**config.mk**
```make
export PLATFORM = sky130hd
export DESIGN_NAME = dac_control_port
export DESIGN_NICKNAME = d
export VERILOG_FILES = /design/src/hdl/dac_ctrl_pkg.sv /design/src/hdl/pin_sync.sv /design/src/hdl/stream_capture.sv /design/src/hdl/dac_control_port.sv
export SDC_FILE = /design/constraint.sdc
export NUM_CORES = 1
export LEC_CHECK = 0
export ABC_AREA = 1
export BUFFER_PORTS_ARGS = -buffer_cell sky130_fd_sc_hd__clkbuf_2
export CAP_MARGIN = 5
export CORE_UTILIZATION = 58
export DETAILED_ROUTE_END_ITERATION = 16
export PLACE_DENSITY = 0.85
export SLEW_MARGIN = 20
export SYNTH_ARGS = -nofsm -noshare
export SYNTH_HDL_FRONTEND = slang
export SYNTH_HIERARCHICAL = 1
export SYNTH_SLANG_ARGS = --single-unit
```
**constraint.sdc**
```tcl
create_clock -name clock -period 3.3 [get_ports clock]
set_clock_uncertainty 0.05 [all_clocks]
set_input_delay 0.33 -clock clock [delete_from_list [all_inputs] [get_ports clock]]
set_output_delay 0.33 -clock clock [all_outputs]
set_load 0.1 [all_outputs]
```
**src/hdl/dac_ctrl_pkg.sv**
```systemverilog
package dac_ctrl_pkg;
   // ****************
   // control word
   // ****************
   localparam int WORD_BITS = 16;
   localparam int RW_BIT    = 15;
   localparam int IDX_MSB   = 14;
   localparam int IDX_LSB   = 8;
   localparam int READ_EDGE = 8;
   localparam logic [4:0] WORD_BITS_W = 5'h10;
   localparam logic [4:0] READ_EDGE_W = 5'h08;

   // ****************
   // register map
   // ****************
   localparam int REG_COUNT = 5;
   localparam logic [6:0] REG_LEFT_ATTEN  = 7'h10;
   localparam logic [6:0] REG_RIGHT_ATTEN = 7'h11;
   localparam logic [6:0] REG_FORMAT      = 7'h12;
   localparam logic [6:0] REG_OUTPUT      = 7'h13;
   localparam logic [6:0] REG_IFMODE      = 7'h14;
   localparam int SLOT_LEFT   = 0;
   localparam int SLOT_RIGHT  = 1;
   localparam int SLOT_FORMAT = 2;
   localparam int SLOT_OUTPUT = 3;
   localparam int SLOT_IFMODE = 4;
   // slot 0 in the low byte; format default is 24-bit i2s (code 3'h5)
   localparam logic [39:0] REG_RESET_ALL = 40'h00_0050_FFFF;
   // bit 7 of the interface-mode register is reserved and reads zero
   localparam logic [39:0] REG_READ_MASK = 40'h7F_FFFF_FFFF;

   // ****************
   // field positions
   // ****************
   localparam int ATTEN_LOAD_ENABLE_BIT  = 7;
   localparam int FMT_LSB   = 4;
   localparam int DMF_LSB   = 2;
   localparam int DME_BIT   = 1;
   localparam int MUTE_BIT  = 0;
   localparam int REV_BIT   = 7;
   localparam int ATS_LSB   = 5;
   localparam int OPE_BIT   = 4;
   localparam int STEREO_BYPASS_SELECT_BIT  = 2;
   localparam int DSD_BIT   = 5;
   localparam int FILTER_BYPASS_BIT  = 4;
   localparam logic [7:0] ATTEN_FULL_SCALE = 8'hFF;
   localparam logic [7:0] ATTEN_FLOOR      = 8'h0F;

   typedef enum logic [1:0] {
      PORT_IDLE  = 2'b00,
      PORT_SHIFT = 2'b01,
      PORT_DONE  = 2'b10
   } port_state_t;

   typedef enum logic [1:0] {
      MODE_PCM    = 2'b00,
      MODE_BYPASS = 2'b01,
      MODE_STREAM = 2'b10
   } iface_mode_t;

   typedef struct packed {
      logic select_n;
      logic bit_clock;
      logic serial_in;
   } ctrl_pins_t;

   typedef struct packed {
      logic word_clock;
      logic bit_clock;
      logic serial_in;
   } audio_pins_t;

   typedef struct packed {
      logic bit_clock;
      logic left;
      logic right;
   } stream_pins_t;

   typedef struct packed {
      iface_mode_t mode;
      logic [7:0]  left_atten_steps;
      logic [7:0]  right_atten_steps;
      logic        left_mute;
      logic        right_mute;
      logic [2:0]  input_format_select;
      logic [1:0]  deemph_rate_select;
      logic [1:0]  stream_filter_select;
      logic        deemph_enable;
      logic        soft_mute;
      logic        phase_invert;
      logic [1:0]  atten_rate_select;
      logic        converter_enable;
   } dac_cfg_t;
endpackage

```
**src/hdl/pin_sync.sv**
```systemverilog
`timescale 1ns/10ps
module pin_sync #(
   parameter int               WIDTH     = 1,
   parameter logic [WIDTH-1:0] RESET_VAL = '0
) (
   // clock and reset
   input  wire logic             clock,
   input  wire logic             rst,
   // pins
   input  wire logic [WIDTH-1:0] async_in,
   output logic      [WIDTH-1:0] sync_out
);
   if (WIDTH < 1) begin : g_bad_width
      $error("pin_sync width must be at least one");
   end

   // ****************
   // two-stage capture per pin
   // ****************
   for (genvar i = 0; i < WIDTH; i++) begin : g_bit
      logic meta_q;
      always_ff @(posedge clock) begin
         if (rst) begin
            meta_q      <= RESET_VAL[i];
            sync_out[i] <= RESET_VAL[i];
         end else begin
            meta_q      <= async_in[i];
            sync_out[i] <= meta_q;
         end
      end
   end
endmodule

```
**src/hdl/stream_capture.sv**
```systemverilog
`timescale 1ns/10ps
module stream_capture
   import dac_ctrl_pkg::*;
(
   // clock and reset
   input  wire logic   clock,
   input  wire logic   rst,
   // mode
   input  wire logic   enable,
   input  wire logic   invert,
   // synchronised stream pins
   input  dac_ctrl_pkg::stream_pins_t pins,
   // captured bits
   output logic        left_q,
   output logic        right_q,
   output logic        valid_q
);
   import dac_ctrl_pkg::*;

   logic clk_prev_q;
   logic rise;

   // ****************
   // rising-edge sampling
   // ****************
   always_ff @(posedge clock) begin
      if (rst) begin
         clk_prev_q <= 1'b0;
      end else begin
         clk_prev_q <= pins.bit_clock;
      end
   end

   assign rise = pins.bit_clock && !clk_prev_q;

   // data and clock share one sync depth, so the edge sees matching data
   always_ff @(posedge clock) begin
      if (rst) begin
         left_q  <= 1'b0;
         right_q <= 1'b0;
         valid_q <= 1'b0;
      end else begin
         valid_q <= enable && rise;
         if (enable && rise) begin
            left_q  <= pins.left ^ invert;
            right_q <= pins.right ^ invert;
         end
      end
   end

   chk_stream_sample: assert property (@(posedge clock) disable iff (rst)
      (enable && rise) |=> valid_q && (left_q == $past(pins.left ^ invert)))
      else $error("stream bit not captured on rising edge");
endmodule

```
**src/hdl/dac_control_port.sv**
```systemverilog
// Contract
// - every transaction is one 16-bit word
// - bits 14 to 8 give register index
// - low byte carries write or read data
// - read data driven after eighth clock
// - write latched after sixteenth clock
// - port runs from its own bit clock
// - filter bypass redefines audio pins
// - stereo bypass takes left/right stream pins
// - stream bits sampled on rising clock
// - stream mode enables; audio clocks grounded
// - per-channel attenuation, default 0 dB
// - common load enable defaults off
// - three-bit input format, default i2s
// - de-emphasis rate or stream filter select
// - de-emphasis and soft mute, pcm only
// - phase invert in every mode
// - attenuation step rate select
// - converter enable, default enabled
// - attenuation is half dB times (value-255)
`timescale 1ns/10ps
module dac_control_port
   import dac_ctrl_pkg::*;
(
   // clock and reset
   input  wire logic                 clock,
   input  wire logic                 rst,
   // control port pins
   input  dac_ctrl_pkg::ctrl_pins_t   ctrl_pins,
   output logic                      ctrl_serial_out,
   output logic                      ctrl_serial_out_en,
   // audio and stream pins
   input  dac_ctrl_pkg::audio_pins_t  audio_pins,
   input  dac_ctrl_pkg::stream_pins_t stream_pins,
   // pcm interface
   output logic                      pcm_word_clock,
   output logic                      pcm_bit_clock,
   output logic                      pcm_serial_data,
   // external filter interface
   output logic                      ext_filter_word_clock,
   output logic                      ext_filter_bit_clock,
   output logic                      ext_filter_mono_data,
   output logic                      ext_filter_left_data,
   output logic                      ext_filter_right_data,
   // one-bit stream
   output logic                      stream_left,
   output logic                      stream_right,
   output logic                      stream_valid,
   // mode settings for the datapath
   output dac_ctrl_pkg::dac_cfg_t     cfg_q
);
   import dac_ctrl_pkg::*;

   // ****************
   // pin synchronisers
   // ****************
   ctrl_pins_t   ctrl_s;
   audio_pins_t  audio_s;
   stream_pins_t stream_s;

   // select resets high so a reset never looks like a started word
   pin_sync #(
      .WIDTH     (9),
      .RESET_VAL (9'h100)
   ) u_sync (
      .clock    (clock),
      .rst      (rst),
      .async_in ({ctrl_pins, audio_pins, stream_pins}),
      .sync_out ({ctrl_s, audio_s, stream_s})
   );

   // ****************
   // control clock edges
   // ****************
   logic mc_prev_q;
   logic mc_rise;
   logic mc_fall;

   always_ff @(posedge clock) begin
      if (rst) begin
         mc_prev_q <= 1'b0;
      end else begin
         mc_prev_q <= ctrl_s.bit_clock;
      end
   end

   // no system clock edge is trusted from the port side; only sampled pins
   assign mc_rise = ctrl_s.bit_clock && !mc_prev_q;
   assign mc_fall = !ctrl_s.bit_clock && mc_prev_q;

   // ****************
   // word framing
   // ****************
   port_state_t       state_q;
   logic [4:0]        bit_cnt_q;
   logic [14:0]       shift_in_q;
   logic [15:0]       word;
   logic [6:0]        cur_index;
   logic              last_bit;
   logic              read_point;
   logic              wr_fire;

   assign word       = {shift_in_q, ctrl_s.serial_in};
   // at the eighth rise the index still sits in the low bits of the shifter
   assign cur_index  = last_bit ? word[IDX_MSB:IDX_LSB] : word[6:0];
   assign last_bit   = (state_q == PORT_SHIFT) && mc_rise && (bit_cnt_q == WORD_BITS_W - 5'h01);
   assign read_point = (state_q == PORT_SHIFT) && mc_rise && (bit_cnt_q == READ_EDGE_W - 5'h01);
   assign wr_fire    = last_bit && !word[RW_BIT];

   always_ff @(posedge clock) begin
      if (rst) begin
         state_q <= PORT_IDLE;
      end else begin
         case (state_q)
            PORT_IDLE: begin
               if (!ctrl_s.select_n) begin
                  state_q <= PORT_SHIFT;
               end
            end
            PORT_SHIFT: begin
               if (ctrl_s.select_n) begin
                  state_q <= PORT_IDLE;
               end else if (last_bit) begin
                  state_q <= PORT_DONE;
               end
            end
            PORT_DONE: begin
               // further clocks ignored until select goes high
               if (ctrl_s.select_n) begin
                  state_q <= PORT_IDLE;
               end
            end
            default: begin
               state_q <= PORT_IDLE;
            end
         endcase
      end
   end

   always_ff @(posedge clock) begin
      if (rst) begin
         bit_cnt_q  <= 5'h00;
         shift_in_q <= 15'h0000;
      end else if (state_q != PORT_SHIFT) begin
         bit_cnt_q  <= 5'h00;
         shift_in_q <= 15'h0000;
      end else if (mc_rise) begin
         bit_cnt_q  <= bit_cnt_q + 5'h01;
         shift_in_q <= word[14:0];
      end
   end

   // ****************
   // mode registers
   // ****************
   logic [7:0] mode_reg_q [REG_COUNT];
   logic       idx_hit;
   logic [2:0] idx_slot;
   logic [7:0] read_value;

   assign idx_hit  = (cur_index >= REG_LEFT_ATTEN) && (cur_index <= REG_IFMODE);
   assign idx_slot = 3'(cur_index - REG_LEFT_ATTEN);

   always_comb begin
      read_value = 8'h00;
      if (idx_hit) begin
         read_value = mode_reg_q[idx_slot] & REG_READ_MASK[8*idx_slot +: 8];
      end
   end

   for (genvar r = 0; r < REG_COUNT; r++) begin : g_reg
      always_ff @(posedge clock) begin
         if (rst) begin
            mode_reg_q[r] <= REG_RESET_ALL[8*r +: 8];
         end else if (wr_fire && idx_hit && (idx_slot == 3'(r))) begin
            mode_reg_q[r] <= word[7:0];
         end
      end
   end

   // ****************
   // readback shifter
   // ****************
   logic [7:0] rd_shift_q;
   logic       rd_armed_q;

   always_ff @(posedge clock) begin
      if (rst) begin
         rd_shift_q         <= 8'h00;
         rd_armed_q         <= 1'b0;
         ctrl_serial_out    <= 1'b0;
         ctrl_serial_out_en <= 1'b0;
      end else if (state_q == PORT_IDLE) begin
         rd_armed_q         <= 1'b0;
         ctrl_serial_out    <= 1'b0;
         ctrl_serial_out_en <= 1'b0;
      end else if (read_point) begin
         rd_armed_q <= word[7];
         rd_shift_q <= read_value;
      end else if (mc_fall && rd_armed_q && state_q == PORT_SHIFT) begin
         // host samples on the rising edges that follow each fall
         ctrl_serial_out_en <= 1'b1;
         ctrl_serial_out    <= rd_shift_q[7];
         rd_shift_q         <= {rd_shift_q[6:0], 1'b0};
      end
   end

   // ****************
   // mode decode
   // ****************
   logic [7:0]  fmt_r;
   logic [7:0]  out_r;
   logic [7:0]  ifm_r;
   iface_mode_t mode;
   logic        is_pcm;

   assign fmt_r = mode_reg_q[SLOT_FORMAT];
   assign out_r = mode_reg_q[SLOT_OUTPUT];
   assign ifm_r = mode_reg_q[SLOT_IFMODE];
   // stream mode takes precedence when both bits are set
   assign mode   = ifm_r[DSD_BIT] ? MODE_STREAM
                 : (ifm_r[FILTER_BYPASS_BIT] ? MODE_BYPASS : MODE_PCM);
   assign is_pcm = (mode == MODE_PCM);

   always_ff @(posedge clock) begin
      if (rst) begin
         cfg_q.mode                 <= MODE_PCM;
         cfg_q.input_format_select  <= REG_RESET_ALL[8*SLOT_FORMAT+FMT_LSB +: 3];
         cfg_q.deemph_rate_select   <= 2'h0;
         cfg_q.stream_filter_select <= 2'h0;
         cfg_q.deemph_enable        <= 1'b0;
         cfg_q.soft_mute            <= 1'b0;
         cfg_q.phase_invert         <= 1'b0;
         cfg_q.atten_rate_select    <= 2'h0;
         cfg_q.converter_enable     <= 1'b1;
      end else begin
         cfg_q.mode                 <= mode;
         cfg_q.input_format_select  <= fmt_r[FMT_LSB +: 3];
         cfg_q.deemph_rate_select   <= is_pcm ? fmt_r[DMF_LSB +: 2] : 2'h0;
         cfg_q.stream_filter_select <= (mode == MODE_STREAM) ? fmt_r[DMF_LSB +: 2] : 2'h0;
         cfg_q.deemph_enable        <= is_pcm && fmt_r[DME_BIT];
         cfg_q.soft_mute            <= is_pcm && fmt_r[MUTE_BIT];
         cfg_q.phase_invert         <= out_r[REV_BIT];
         cfg_q.atten_rate_select    <= out_r[ATS_LSB +: 2];
         cfg_q.converter_enable     <= !out_r[OPE_BIT];
      end
   end

   // ****************
   // attenuation
   // ****************
   logic load_en;

   // new levels pass only while the common load enable is set
   assign load_en = fmt_r[ATTEN_LOAD_ENABLE_BIT];

   always_ff @(posedge clock) begin
      if (rst) begin
         cfg_q.left_atten_steps  <= 8'h00;
         cfg_q.right_atten_steps <= 8'h00;
         cfg_q.left_mute         <= 1'b0;
         cfg_q.right_mute        <= 1'b0;
      end else if (load_en) begin
         // steps are half-dB units below full scale
         cfg_q.left_atten_steps  <= ATTEN_FULL_SCALE - mode_reg_q[SLOT_LEFT];
         cfg_q.right_atten_steps <= ATTEN_FULL_SCALE - mode_reg_q[SLOT_RIGHT];
         cfg_q.left_mute         <= mode_reg_q[SLOT_LEFT] < ATTEN_FLOOR;
         cfg_q.right_mute        <= mode_reg_q[SLOT_RIGHT] < ATTEN_FLOOR;
      end
   end

   // ****************
   // audio pin routing
   // ****************
   always_ff @(posedge clock) begin
      if (rst) begin
         pcm_word_clock        <= 1'b0;
         pcm_bit_clock         <= 1'b0;
         pcm_serial_data       <= 1'b0;
         ext_filter_word_clock <= 1'b0;
         ext_filter_bit_clock  <= 1'b0;
         ext_filter_mono_data  <= 1'b0;
         ext_filter_left_data  <= 1'b0;
         ext_filter_right_data <= 1'b0;
      end else begin
         pcm_word_clock        <= is_pcm && audio_s.word_clock;
         pcm_bit_clock         <= is_pcm && audio_s.bit_clock;
         pcm_serial_data       <= is_pcm && audio_s.serial_in;
         ext_filter_word_clock <= (mode == MODE_BYPASS) && audio_s.word_clock;
         ext_filter_bit_clock  <= (mode == MODE_BYPASS) && audio_s.bit_clock;
         ext_filter_mono_data  <= (mode == MODE_BYPASS) && audio_s.serial_in;
         ext_filter_left_data  <= (mode == MODE_BYPASS) && out_r[STEREO_BYPASS_SELECT_BIT]
                                  && stream_s.left;
         ext_filter_right_data <= (mode == MODE_BYPASS) && out_r[STEREO_BYPASS_SELECT_BIT]
                                  && stream_s.right;
      end
   end

   // ****************
   // one-bit stream
   // ****************
   stream_capture u_stream (
      .clock   (clock),
      .rst     (rst),
      .enable  (mode == MODE_STREAM),
      .invert  (out_r[REV_BIT]),
      .pins    (stream_s),
      .left_q  (stream_left),
      .right_q (stream_right),
      .valid_q (stream_valid)
   );

   // ****************
   // checks
   // ****************
   chk_word_length: assert property (@(posedge clock) disable iff (rst)
      bit_cnt_q <= WORD_BITS_W)
      else $error("control word counted past sixteen bits");
   chk_write_latch: assert property (@(posedge clock) disable iff (rst)
      (wr_fire && idx_hit) |=> (mode_reg_q[$past(idx_slot)] == $past(word[7:0])))
      else $error("write data not latched after last bit");
   chk_read_drive: assert property (@(posedge clock) disable iff (rst)
      (mc_fall && rd_armed_q && state_q == PORT_SHIFT)
      |=> ctrl_serial_out_en && (ctrl_serial_out == $past(rd_shift_q[7])))
      else $error("readback bit not driven on falling clock");
   chk_out_idle: assert property (@(posedge clock) disable iff (rst)
      (state_q == PORT_IDLE) |=> !ctrl_serial_out_en)
      else $error("serial out driven while idle");
   chk_no_write_drive: assert property (@(posedge clock) disable iff (rst)
      (read_point && !word[7]) |=> !rd_armed_q ##1 !ctrl_serial_out_en[*2])
      else $error("serial out driven during a write");
   chk_atten_map: assert property (@(posedge clock) disable iff (rst)
      load_en |=> cfg_q.left_atten_steps == ATTEN_FULL_SCALE - $past(mode_reg_q[SLOT_LEFT]))
      else $error("attenuation steps do not follow level");
   chk_atten_hold: assert property (@(posedge clock) disable iff (rst)
      !load_en |=> $stable(cfg_q.right_atten_steps))
      else $error("attenuation changed without load enable");
   chk_bypass_route: assert property (@(posedge clock) disable iff (rst)
      (mode == MODE_BYPASS) |=> (ext_filter_bit_clock == $past(audio_s.bit_clock))
      && !pcm_bit_clock)
      else $error("bypass mode did not reroute audio pins");
   chk_stereo_route: assert property (@(posedge clock) disable iff (rst)
      (mode == MODE_BYPASS && out_r[STEREO_BYPASS_SELECT_BIT])
      |=> ext_filter_right_data == $past(stream_s.right))
      else $error("stereo bypass right data not routed");
   chk_mute_pcm: assert property (@(posedge clock) disable iff (rst)
      (mode != MODE_PCM) |=> !cfg_q.soft_mute && !cfg_q.deemph_enable)
      else $error("soft mute or de-emphasis active outside pcm");
endmodule

```
Word level (Yosys, flattened, before mapping) --
Memories as Yosys holds them, arrays and structs flattened. Index checks and enable logic that the tools add are counted.
Storage, ports and cells: register bits 97, memory bits (writable) 40, bits of input ports 11, output and inout bits 46, memories 1
Memory list:
- mode_reg_q | depth 5, width 8, rd ports 6, clocked after Yosys merged registers in 0, write ports 5, line dac_control_port.sv:156 | logic [7:0] mode_reg_q [REG_COUNT];
Cells by class: $add $sub $neg 4, $lt $le $gt $ge 4, eq/ne operators 14, shifts and indexed selects 1, muxes and demuxes 33, bitwise logic cells 12, reduce and logical (&&, ||, !) cells 44
Operators with widths (count):
- 8-bit 2-to-1 mux | 8
- 40-bit by 7-bit variable part select with 8-bit output, first input constant | 1
- 1-bit logical AND | 28
- 1-bit 2-to-1 mux | 18
- 8-bit by 4-bit < comparator with 1-bit output, second input constant | 2
- 8-bit subtractor, first input constant | 2
- 2-bit 2-to-1 mux | 5
- 8-bit bitwise AND | 1
- 2-bit OR reduction | 4
- 7-bit by 5-bit greater-or-equal comparator with 1-bit output, second input constant | 1
- 7-bit by 5-bit <= comparator with 1-bit output, second input constant | 1
- 7-bit 2-to-1 mux | 1
- 3-bit by 2-bit equality test with 1-bit output, second input constant | 2
- 2-bit case mux with 3 select lines | 1
- 5-bit by 1-bit adder with 5-bit output, second input constant | 1
- 5-bit by 3-bit equality test with 1-bit output, second input constant | 1
- 5-bit by 4-bit equality test with 1-bit output, second input constant | 1
- 1-bit logical NOT | 5
- 1-bit bitwise OR | 5
- 2-bit by 1-bit equality test with 1-bit output, second input constant | 2
- 2-bit equality test, second input constant | 2
- 2-bit logical NOT | 2
- 2-bit by 1-bit != test with 1-bit output, second input constant | 2
- 1-bit NOT | 4
- other kinds (10) | 12

Depth between registers and ports, before layout --
Gate-level depths: netlist (run 1).
depth in word-level cells 13, gate-level depth with buffers 16, mapped depth without buffers 15

Modules after synthesis --
The synthesis (run 1) kept the hierarchy.
Modules (own cells, without submodules):
- dac_control_port | times used 1, cells each 525, area each 4624.4 µm², seq. area each 2672.6 µm²
- pin_sync | times used 1, cells each 57, area each 525.5 µm², seq. area each 360.3 µm²
- stream_capture | times used 1, cells each 29, area each 180.2 µm², seq. area each 80.1 µm²

Worst setup path before layout (run 1) --
No wires, ideal clock.
kind reg-to-reg, from register bit_cnt_q[0], to memory mode_reg_q[1][0], enable pin, library setup time 0.384 ns, arrival 2.388 ns, setup slack 0.478 ns, cell stages (with the launch flop) 13, cell sequence dfxtp_1 > ha_1 > nand2_1 > nor2_1 > ha_1 > nand3_4 > nand2_1 > nand2_4 > nand2_2 > nand3_4 > nor2_8 > inv_2 > o21ai_0
RTL lines:
- start, declared | line dac_control_port.sv:95 | logic [4:0] bit_cnt_q;
- start signal, assigned | line dac_control_port.sv:148 | bit_cnt_q <= bit_cnt_q + 5'h01;
- end, declared | line dac_control_port.sv:156

==> metrics.md, run 1 <==
| Metric | Value |
|---|---|
| Switching share of total power | about a quarter |
| DPL Wire Length | about 8000 microns |
| Vias | about 4300 |
| Htree depth | 4 |
| DRT antenna net count | 0 |
| Core Area | 0.00881 sq mm |
| DIE HEIGHT | 97.9 microns |
| Setup CP Type | reg2reg |
| P&R area growth vs syn | 19.6% |
| Initial drt markers | 323 |
| Unique masters post-synth | 34 |
| Max-Cap Viols | 0 |
| Die ar. | 0.00958 sq mm |
| Worst reg2reg path startpoint | bit_cnt_q[1]$_SDFFE_PP0N_ |
| P_sw | approximately 1 mW |
| Total Wirelength | around 12000 microns |
| Fmax | roughly 360 MHz |
| Setup crit end kind | register |
| Comb pwr share | around 6.7% |
| Setup TNS | 0 ps |
| Failing checks | design-rule violations |
| Hold Violations, Final | 0 |
| Nets | 699 |
| Final Setup Violations | 0 |
| Slew of the pin with the lowest slew margin | 647 ps |
| Worst Path Arrival | a little under 3000 ps |
| Asr flop ratio synth | 0% |
| WL/cell | roughly 15 microns |
| Starting density of the core | roughly three fifths |
| Clock-pin slew on the worst setup and hold paths | around 60 ps |
| Gr ovfl total | 0 |
| Cell area after synthesis | 0.00533 sq mm |
| VDD IR max | 431 uV |
| CP max stage delay | about 370 ps |
| Global-route wire length before repair | between 20000 and 25000 microns |
| Slew Limit Headroom | 56.8% |
| Clock buffer depth | 2 |
| Dpl cell area | 0.00573 sq mm |
| Post-CTS sizing | 0 |
| Hold path startpoint | rst |
| Hold bufs inserted after CTS | 9 |
| Die X | ~98 microns |
| Root Buffer | clkbuf_8 |
| Post-layout min period | between 2000 and 3000 ps |
| Mapped Cells | 611 |
| Number of flops mapped to enable cells by yosys | 39 |
| RSZ-0062 raised after global routing | false |
| CTS tree | done |
| Largest net degree at the start of global routing | 40 |
| Final critical-path share of the clock period | slightly above 80% |
| Worst-path maximum fanout | 10 |
| Commonest non-fill, non-tap cell in the layout | nor2_1 |
| Final Util | between 70 and 80% |
| Slew Viols, Final | 0 |
| Placer congestion estimate | roughly 1.0 |
| Final instance area | about 0.0064 sq mm |
| Critical Path RT | 3480 ps |
| Non-Filler Instances | about 800 |
| Vias in the first global route | 4229 |
| Kind of start point of the critical path | register |
| Clock Power Share | a little under half |
| PortBufs | between 50 and 60 |
| All-layer global routing usage | 27.6% |
| Post-route DRC | 5 |
| Sequential share of power | a little under half |
| Most used flip-flop cell after synthesis | dfxtp_1 |
| TritonCTS Buffers | 17 |
| Sink Count | approximately 140 |
| Crit. Startpoint | bit_cnt_q[1]$_SDFFE_PP0N_ |
| CP Cell Sequence | ha_1 -> nand2_1 -> nor2_1 -> ha_1 -> nand3_4 -> nand2_1 -> nand2_4 -> nand2_2 -> nand3_4 -> nor2_8 -> inv_2 -> o21ai_0 -> buf_4 |
| Final Total Pwr | between 3 and 4 mW |
| Layout cells sized above 1 | between 15 and 20% |
| Pwr per Cell Area | 597 mW/mm^2 |
| Yosys reg bits | 136 |
| # Post-CTS Setup Buffers | 0 |
| Initial antenna violation count | 0 |
| Class of the worst hold path | in2reg |
| Worst-skew pair later-pin latency | about 520 ps |
| Ant diodes | 0 |
| Most frequent cells in the layout | nor2_1 (105), nand2_1 (100), dfxtp_1 (97) |
| Internal power | approximately 2.8 mW |
| Row count | 34 |
| Seq/Total Area, Yosys | roughly three fifths |
| P_leak | roughly 2.6 nW |
| Synth Warn # | 6 |
| IO Count | between 50 and 60 |
| First-pass DRT Iterations | 12 |
| Vias/cell | around 5.4 |
| Synthesized net count | about 620 |
| Post-Syn Area per Cell | ~8.7 sq um |
| Worst-path cell with the longest stage delay | dfxtp_1 |
| Dpl cells | ~770 |
| Outcome | complete, but fails checks |
## power groups by stage
stage | clock [mW] | sequential, mW | combinational (mW)
final | 1.77 | 1.78 | 0.256
after global routing | 1.85 | 1.78 | 0.272
after CTS | 1.78 | 1.78 | 0.256
after global placement | 0 | 1.81 | 0.241
after detailed placement | 0 | 1.81 | 0.246
after floorplan | 0 | 1.93 | 0.0776
## registers in the layout, indices dropped and copies added, names as in the netlist, 2 cells and up
name and cells:
u_sync/sync_out 9, shift_in_q 15, rd_shift_q 8, mode_reg_q 39, bit_cnt_q 5, state_q 2, u_sync/g_bit.meta_q 9, cfg_q 33
## routing by layer
metal,GRT usage [%],vias to the layer above,wire length (microns)
met5,0,-,0
met4,13.1,0,344
met3,6.66,30,793
met2,45.8,170,6150
met1,33.9,2004,5110
li1,-,2117,-
## path summary, 6_finish.rpt
path	endpoint	slack (ps)	depth (start not counted)
worst min-delay path	state_q[0]$_SDFFE_PP0P_	250	4
worst max-delay path	mode_reg_q[3][1]$_SDFFCE_PN0P_	560	13
worst min register to register	u_sync/sync_out[4]$_SDFF_PP0_	350	2
worst max register to register	mode_reg_q[3][1]$_SDFFCE_PN0P_	560	13
## critical path: cells and delay by family (launching register included)
family,cells,cell delay (ps)
AND/OR/NAND/NOR,8,1070
flip-flops,1,370
AO/OA/AOI/OAI,1,180
buffers and inverters,2,270
adder cells (fa/ha/maj),2,510
## cell usage after synthesis (all sizes together), types with 7 or more instances
library cell / n / area (sq um)
a211oi: 14 / 105
a21oi: 32 / 160
buf: 8 / 52.5
clkbuf: 11 / 41.3
dfxtp: 97 / 1940
edfxtp: 39 / 1170
inv: 89 / 334
nand2: 107 / 434
nand3: 38 / 230
nand4: 7 / 43.8
nor2: 111 / 460
nor3: 7 / 46.3
o21ai: 40 / 200
## area by class of cell
cell class	count	area [sq um]
Sequential cell	136	3110
Clock buffer	19	453
Fill cell	641	2430
Clock inverter	13	105
Multi-Input combinational cell	366	1790
Tap cell	108	135
Timing Repair Buffer	75	445
Inverter	90	338
## stage by stage
stage / setup slack, ps / hold slack, ps
finish: 556 / 246
global placement: 734 / 341
detailed placement: 617 / 345
CTS: 577 / 235
floorplan: 478 / 337
global route: 317 / 275
## cells by family (layout without fill, tap and decap cells)
group | after synthesis | count (layout) | share of synthesized area [%]
AO/OA/AOI/OAI | 89 | 89 | 9.41
adder cells (fa/ha/maj) | 2 | 2 | 0.469
buffers and inverters | 109 | 197 | 8.10
flip-flops | 136 | 136 | 58.4
AND/OR/NAND/NOR | 275 | 275 | 23.6
Note: power is estimated with default switching activity, not from simulation.
==> run 2, diff against run 1 <==
--- a/config.mk
+++ b/config.mk
@@ -5,7 +5,7 @@
 export SDC_FILE = /design/constraint.sdc
 export NUM_CORES = 1
 export LEC_CHECK = 0
-export ABC_AREA = 1
+export ABC_AREA = 0
 export BUFFER_PORTS_ARGS = -buffer_cell sky130_fd_sc_hd__clkbuf_2
 export CAP_MARGIN = 5
 export CORE_UTILIZATION = 58
==> constraint.sdc (replaced) <==
create_clock -name clock -period 2.6 [get_ports clock]
set_clock_uncertainty 0.05 [all_clocks]
set_input_delay 0.26 -clock clock [delete_from_list [all_inputs] [get_ports clock]]
set_output_delay 0.26 -clock clock [all_outputs]
set_load 0.1 [all_outputs]
==> metrics.md, run 2 <==
| Metric | Value |
|---|---|
| Initial antenna violation count | 0 (unchanged) |
| Vias | 3928 (-9.1%) |
| Pwr per Cell Area | 787 mW/mm^2 (+32%) |
| Worst-skew pair later-pin latency | 520 ps (about the same) |
| TritonCTS Buffers | 17 (unchanged) |
| Worst-path cell with the longest stage delay | or4_1 |
| Number of flops mapped to enable cells by yosys | 39 (unchanged) |
| Hold path startpoint | rst |
| Placer congestion estimate | 0.958 (-3.7%) |
| Most used flip-flop cell after synthesis | dfxtp_1 |
| Critical Path RT | 2970 ps (-510 ps) |
| CP Cell Sequence | ha_2 -> and3_4 -> ha_4 -> nand2_4 -> mux2_4 -> or2_4 -> or4_1 -> a211oi_2 |
| Hold Violations, Final | 0 (unchanged) |
| Kind of start point of the critical path | register |
| Initial drt markers | 361 (+12%) |
| Cell area after synthesis | 0.00519 sq mm (-2.6%) |
| Final Setup Violations | 0 (unchanged) |
| P&R area growth vs syn | 23.1% |
| Htree depth | 4 (unchanged) |
| Mapped Cells | 480 (-21%) |
| Setup TNS | 0 ps (unchanged) |
| Worst-path maximum fanout | 6 (-4) |
| Clock buffer depth | 2 (unchanged) |
| Largest net degree at the start of global routing | 37 (-7.5%) |
| Slew Limit Headroom | 50.0% (-6.8 points) |
| Worst Hold End | u_sync/sync_out[3]$_SDFF_PP0_ |
| Global-route wire length before repair | 18700 microns (-7.8%) |
| Final Total Pwr | 5.03 mW (+32%) |
| Dpl cells | 643 (-16%) |
| Most common cell in the netlist | dfxtp_1 |
| Setup crit end kind | register |
| DPL Wire Length | 7840 microns (-3.2%) |
| Sink Count | 136 (unchanged) |
| Gr ovfl total | 0 (unchanged) |
| Fillcell total | 548 (-15%) |
| Simple-gate share of the synthesized area | 22.2% (-1.4 points) |
| Largest delay share family, worst path | simple AND/OR/NAND/NOR gates |
| Commonest non-fill, non-tap cell in the layout | dfxtp_1 |
| Unique masters post-synth | 50 (+47%) |
| Multi-input gate area | 0.00199 sq mm (+12%) |
| Setup CP Type | reg2reg |
| Top post-synthesis cells by area | dfxtp_1 (37%), edfxtp_1 (23%), a211oi_1 (3.5%) |
| P_leak | 2.59 nW (-2.3%) |
| Layout cells sized above 1 | 23.1% (+5.1 points) |
| DRT antenna net count | 0 (unchanged) |
| Critical path buffers and inverters | 0 (-2) |
| Asr flop ratio synth | 0% (unchanged) |
| IO Count | 57 (unchanged) |
| CTS tree | done |
| Setup slack, reg-to-reg | 80 ps (-470 ps) |
| Max-Cap Viols | 0 (unchanged) |
| CP max stage delay | 530 ps (+160 ps) |
| Post-Syn Area per Cell | 10.8 sq um (+24%) |
| Slew of the pin with the lowest slew margin | 739 ps (+92.6 ps) |
| Synth Area in Adders | 0.482% (+0.012 points) |
| Synth Warn # | 6 (unchanged) |
| WHS Path Cells | 2 (-2) |
| Compound-Gate Fraction of Synth Area | 10.5% (+1.0 points) |
| Non-Filler Instances | 684 (-15%) |
| Worst Path Arrival | 2890 ps (-40 ps) |
| All-layer global routing usage | 26.0% (-1.6 points) |
| Top reg by flops | mode_reg_q |
| Commonest cells post-synth | dfxtp_1 (97), edfxtp_1 (39), nand2_1 (38), nor2_1 (36), nand2b_1 (25) |
| Mux share of post-synthesis cell area | 3.57% (+3.6 points) |
| Slew Viols, Final | 0 (unchanged) |
| Clock-pin slew on the worst setup and hold paths | 60 ps (about the same) |
| RSZ-0062 raised after global routing | false |
| Root Buffer | clkbuf_8 |
| PortBufs | 56 (unchanged) |
| Largest register FFs | 39 (unchanged) |
| Outcome | finished clean |
| Most frequent cells in the layout | dfxtp_1 (96), clkbuf_2 (56), edfxtp_1 (39) |
| Yosys reg bits | 136 (unchanged) |
| Reg-to-Reg End | rd_shift_q[4]$_SDFFE_PP0P_ |
| WL/cell | 17.2 microns (+12%) |
| Largest area contributor in the netlist | dfxtp_1 |
| Post-route DRC | 0 (-5) |
| Largest regs | mode_reg_q x39, cfg_q x33, shift_in_q x15 |
| Core Area | 0.00868 sq mm (-1.4%) |
| Die X | 96.6 microns (-1.3%) |
| Main combinational cell family by area after synthesis | simple AND/OR/NAND/NOR gates |
| Row count | 34 (unchanged) |
| Final critical-path share of the clock period | 96.9% (+14 points) |
| Starting density of the core | 59.8% (-0.70 points) |
| Final Util | 73.6% (+1.3 points) |
| Hold slack | 311 ps (+64.4 ps) |
| Vias/cell | 5.74 (+7.3%) |
| Fmax | 397 MHz (+8.9%) |
| DIE HEIGHT | 96.6 microns (-1.3%) |
| Register area | 0.00311 sq mm (about the same) |
| Yosys top cell area share | 37.4% (+0.97 points) |
| Total Wirelength | 11800 microns (-4.9%) |
| Synthesized net count | 493 (-21%) |
| Vias in the first global route | 3728 (-12%) |
| Seq/Total Area, Yosys | 60.0% (+1.5 points) |
| FF-to-FF path depth | 8 (-5) |
| Ant diodes | 0 (unchanged) |
| Class of the worst hold path | in2reg |
| Nets | 576 (-18%) |
| Die ar. | 0.00933 sq mm (-2.5%) |
| Post-layout min period | 2520 ps (-225 ps) |
| First-pass DRT Iterations | 5 (-7) |
| XOR/XNOR share of the synthesized area | 0.843% (+0.84 points) |
| VDD IR max | 562 uV (+31%) |
| Worst reg2reg path startpoint | bit_cnt_q[1]$_SDFFE_PP0N_ |
[run 2: cell types whose count changed after synthesis, sizes merged, moves of 23 or more]
cell and change:
nand2b +25, inv -83, nor2b +24, and2 +23, nor2 -75, nand2 -68
o21ai -32, nand3 -32
[run 2: worst reg2reg max path: stages (launching register included)]
cell and delay [ps]:
dfxtp_1 350, ha_2 210, and3_4 200, ha_4 150, nand2_4 60, mux2_4 320, or2_4 280, or4_1 530
a211oi_2 260
[run 2: report_power, final]
part / switching (mW) / total, mW / internal (mW) / leakage, nW
Sequential: 0.0531 / 2.31 / 2.25 / 1.17
Clock: 0.946 / 2.32 / 1.38 / 0.290
Combinational: 0.311 / 0.395 / 0.0840 / 1.13
[run 2: routing by layer]
| layer | share of wire, % | routed length [microns] | global-route usage (%) | vias up |
|---|---|---|---|---|
| met5 | 0 | 0 | 0 | - |
| li1 | - | - | - | 1866 |
| met2 | 48 | 5700 | 41.1 | 174 |
| met1 | 40 | 4720 | 32.4 | 1846 |
| met3 | 6.9 | 813 | 6.58 | 42 |
| met4 | 4.8 | 562 | 15.5 | 0 |
[run 2: cell type report]
cell class                      count  share of cell area (%)
Clock buffer                       19                    7.09
Clock inverter                     13                    2.02
Inverter                            6                   0.352
Multi-Input combinational cell    314                    31.2
Sequential cell                   136                    48.7
Tap cell                          108                    2.11
Timing Repair Buffer               88                    8.50
[run 2: cell families (layout without fill, tap and decap cells)]
kind of cell	Yosys count	after routing
and+or+nand+nor	207	207
DFF	136	136
AOI/OAI and AO/OA	83	83
buffers and inverters	30	126
muxes	17	17
xor gates and xnor gates	5	5
adders and majority gates	2	2
[run 2: stage by stage]
stage	cell area (sq um)	setup slack, ps
finish	6390	81.4
CTS	6380	26.8
global placement	5680	90.1
global route	6390	26.0
floorplan	5190	73.9
detailed placement	5680	-49.7
[run 2: worst max-delay path by stage]
stage / start / to / slack (ps) / depth (start not counted)
finish: bit_cnt_q[1]$_SDFFE_PP0N_ / rd_shift_q[4]$_SDFFE_PP0P_ / 80 / 8
detailed placement: bit_cnt_q[0]$_SDFFE_PP0N_ / rd_shift_q[6]$_SDFFE_PP0P_ / -50 / 9
CTS: bit_cnt_q[0]$_SDFFE_PP0N_ / rd_shift_q[4]$_SDFFE_PP0P_ / 30 / 8
floorplan: bit_cnt_q[0]$_SDFFE_PP0N_ / rd_shift_q[0]$_SDFFE_PP0P_ / 70 / 9
global placement: bit_cnt_q[0]$_SDFFE_PP0N_ / rd_shift_q[6]$_SDFFE_PP0P_ / 90 / 9
global route: bit_cnt_q[1]$_SDFFE_PP0N_ / rd_shift_q[4]$_SDFFE_PP0P_ / 30 / 8
[run 2: what timing repair did]
| action | 4_1_cts | 5_1_grt |
|---|---|---|
| endpoints found under the setup margin | 5 | 3 |
| hold buffers | 9 | 0 |
| setup buffers | 0 | 0 |
| gates resized for setup | 6 | 3 |
| endpoints found under the hold margin | 9 | 0 |
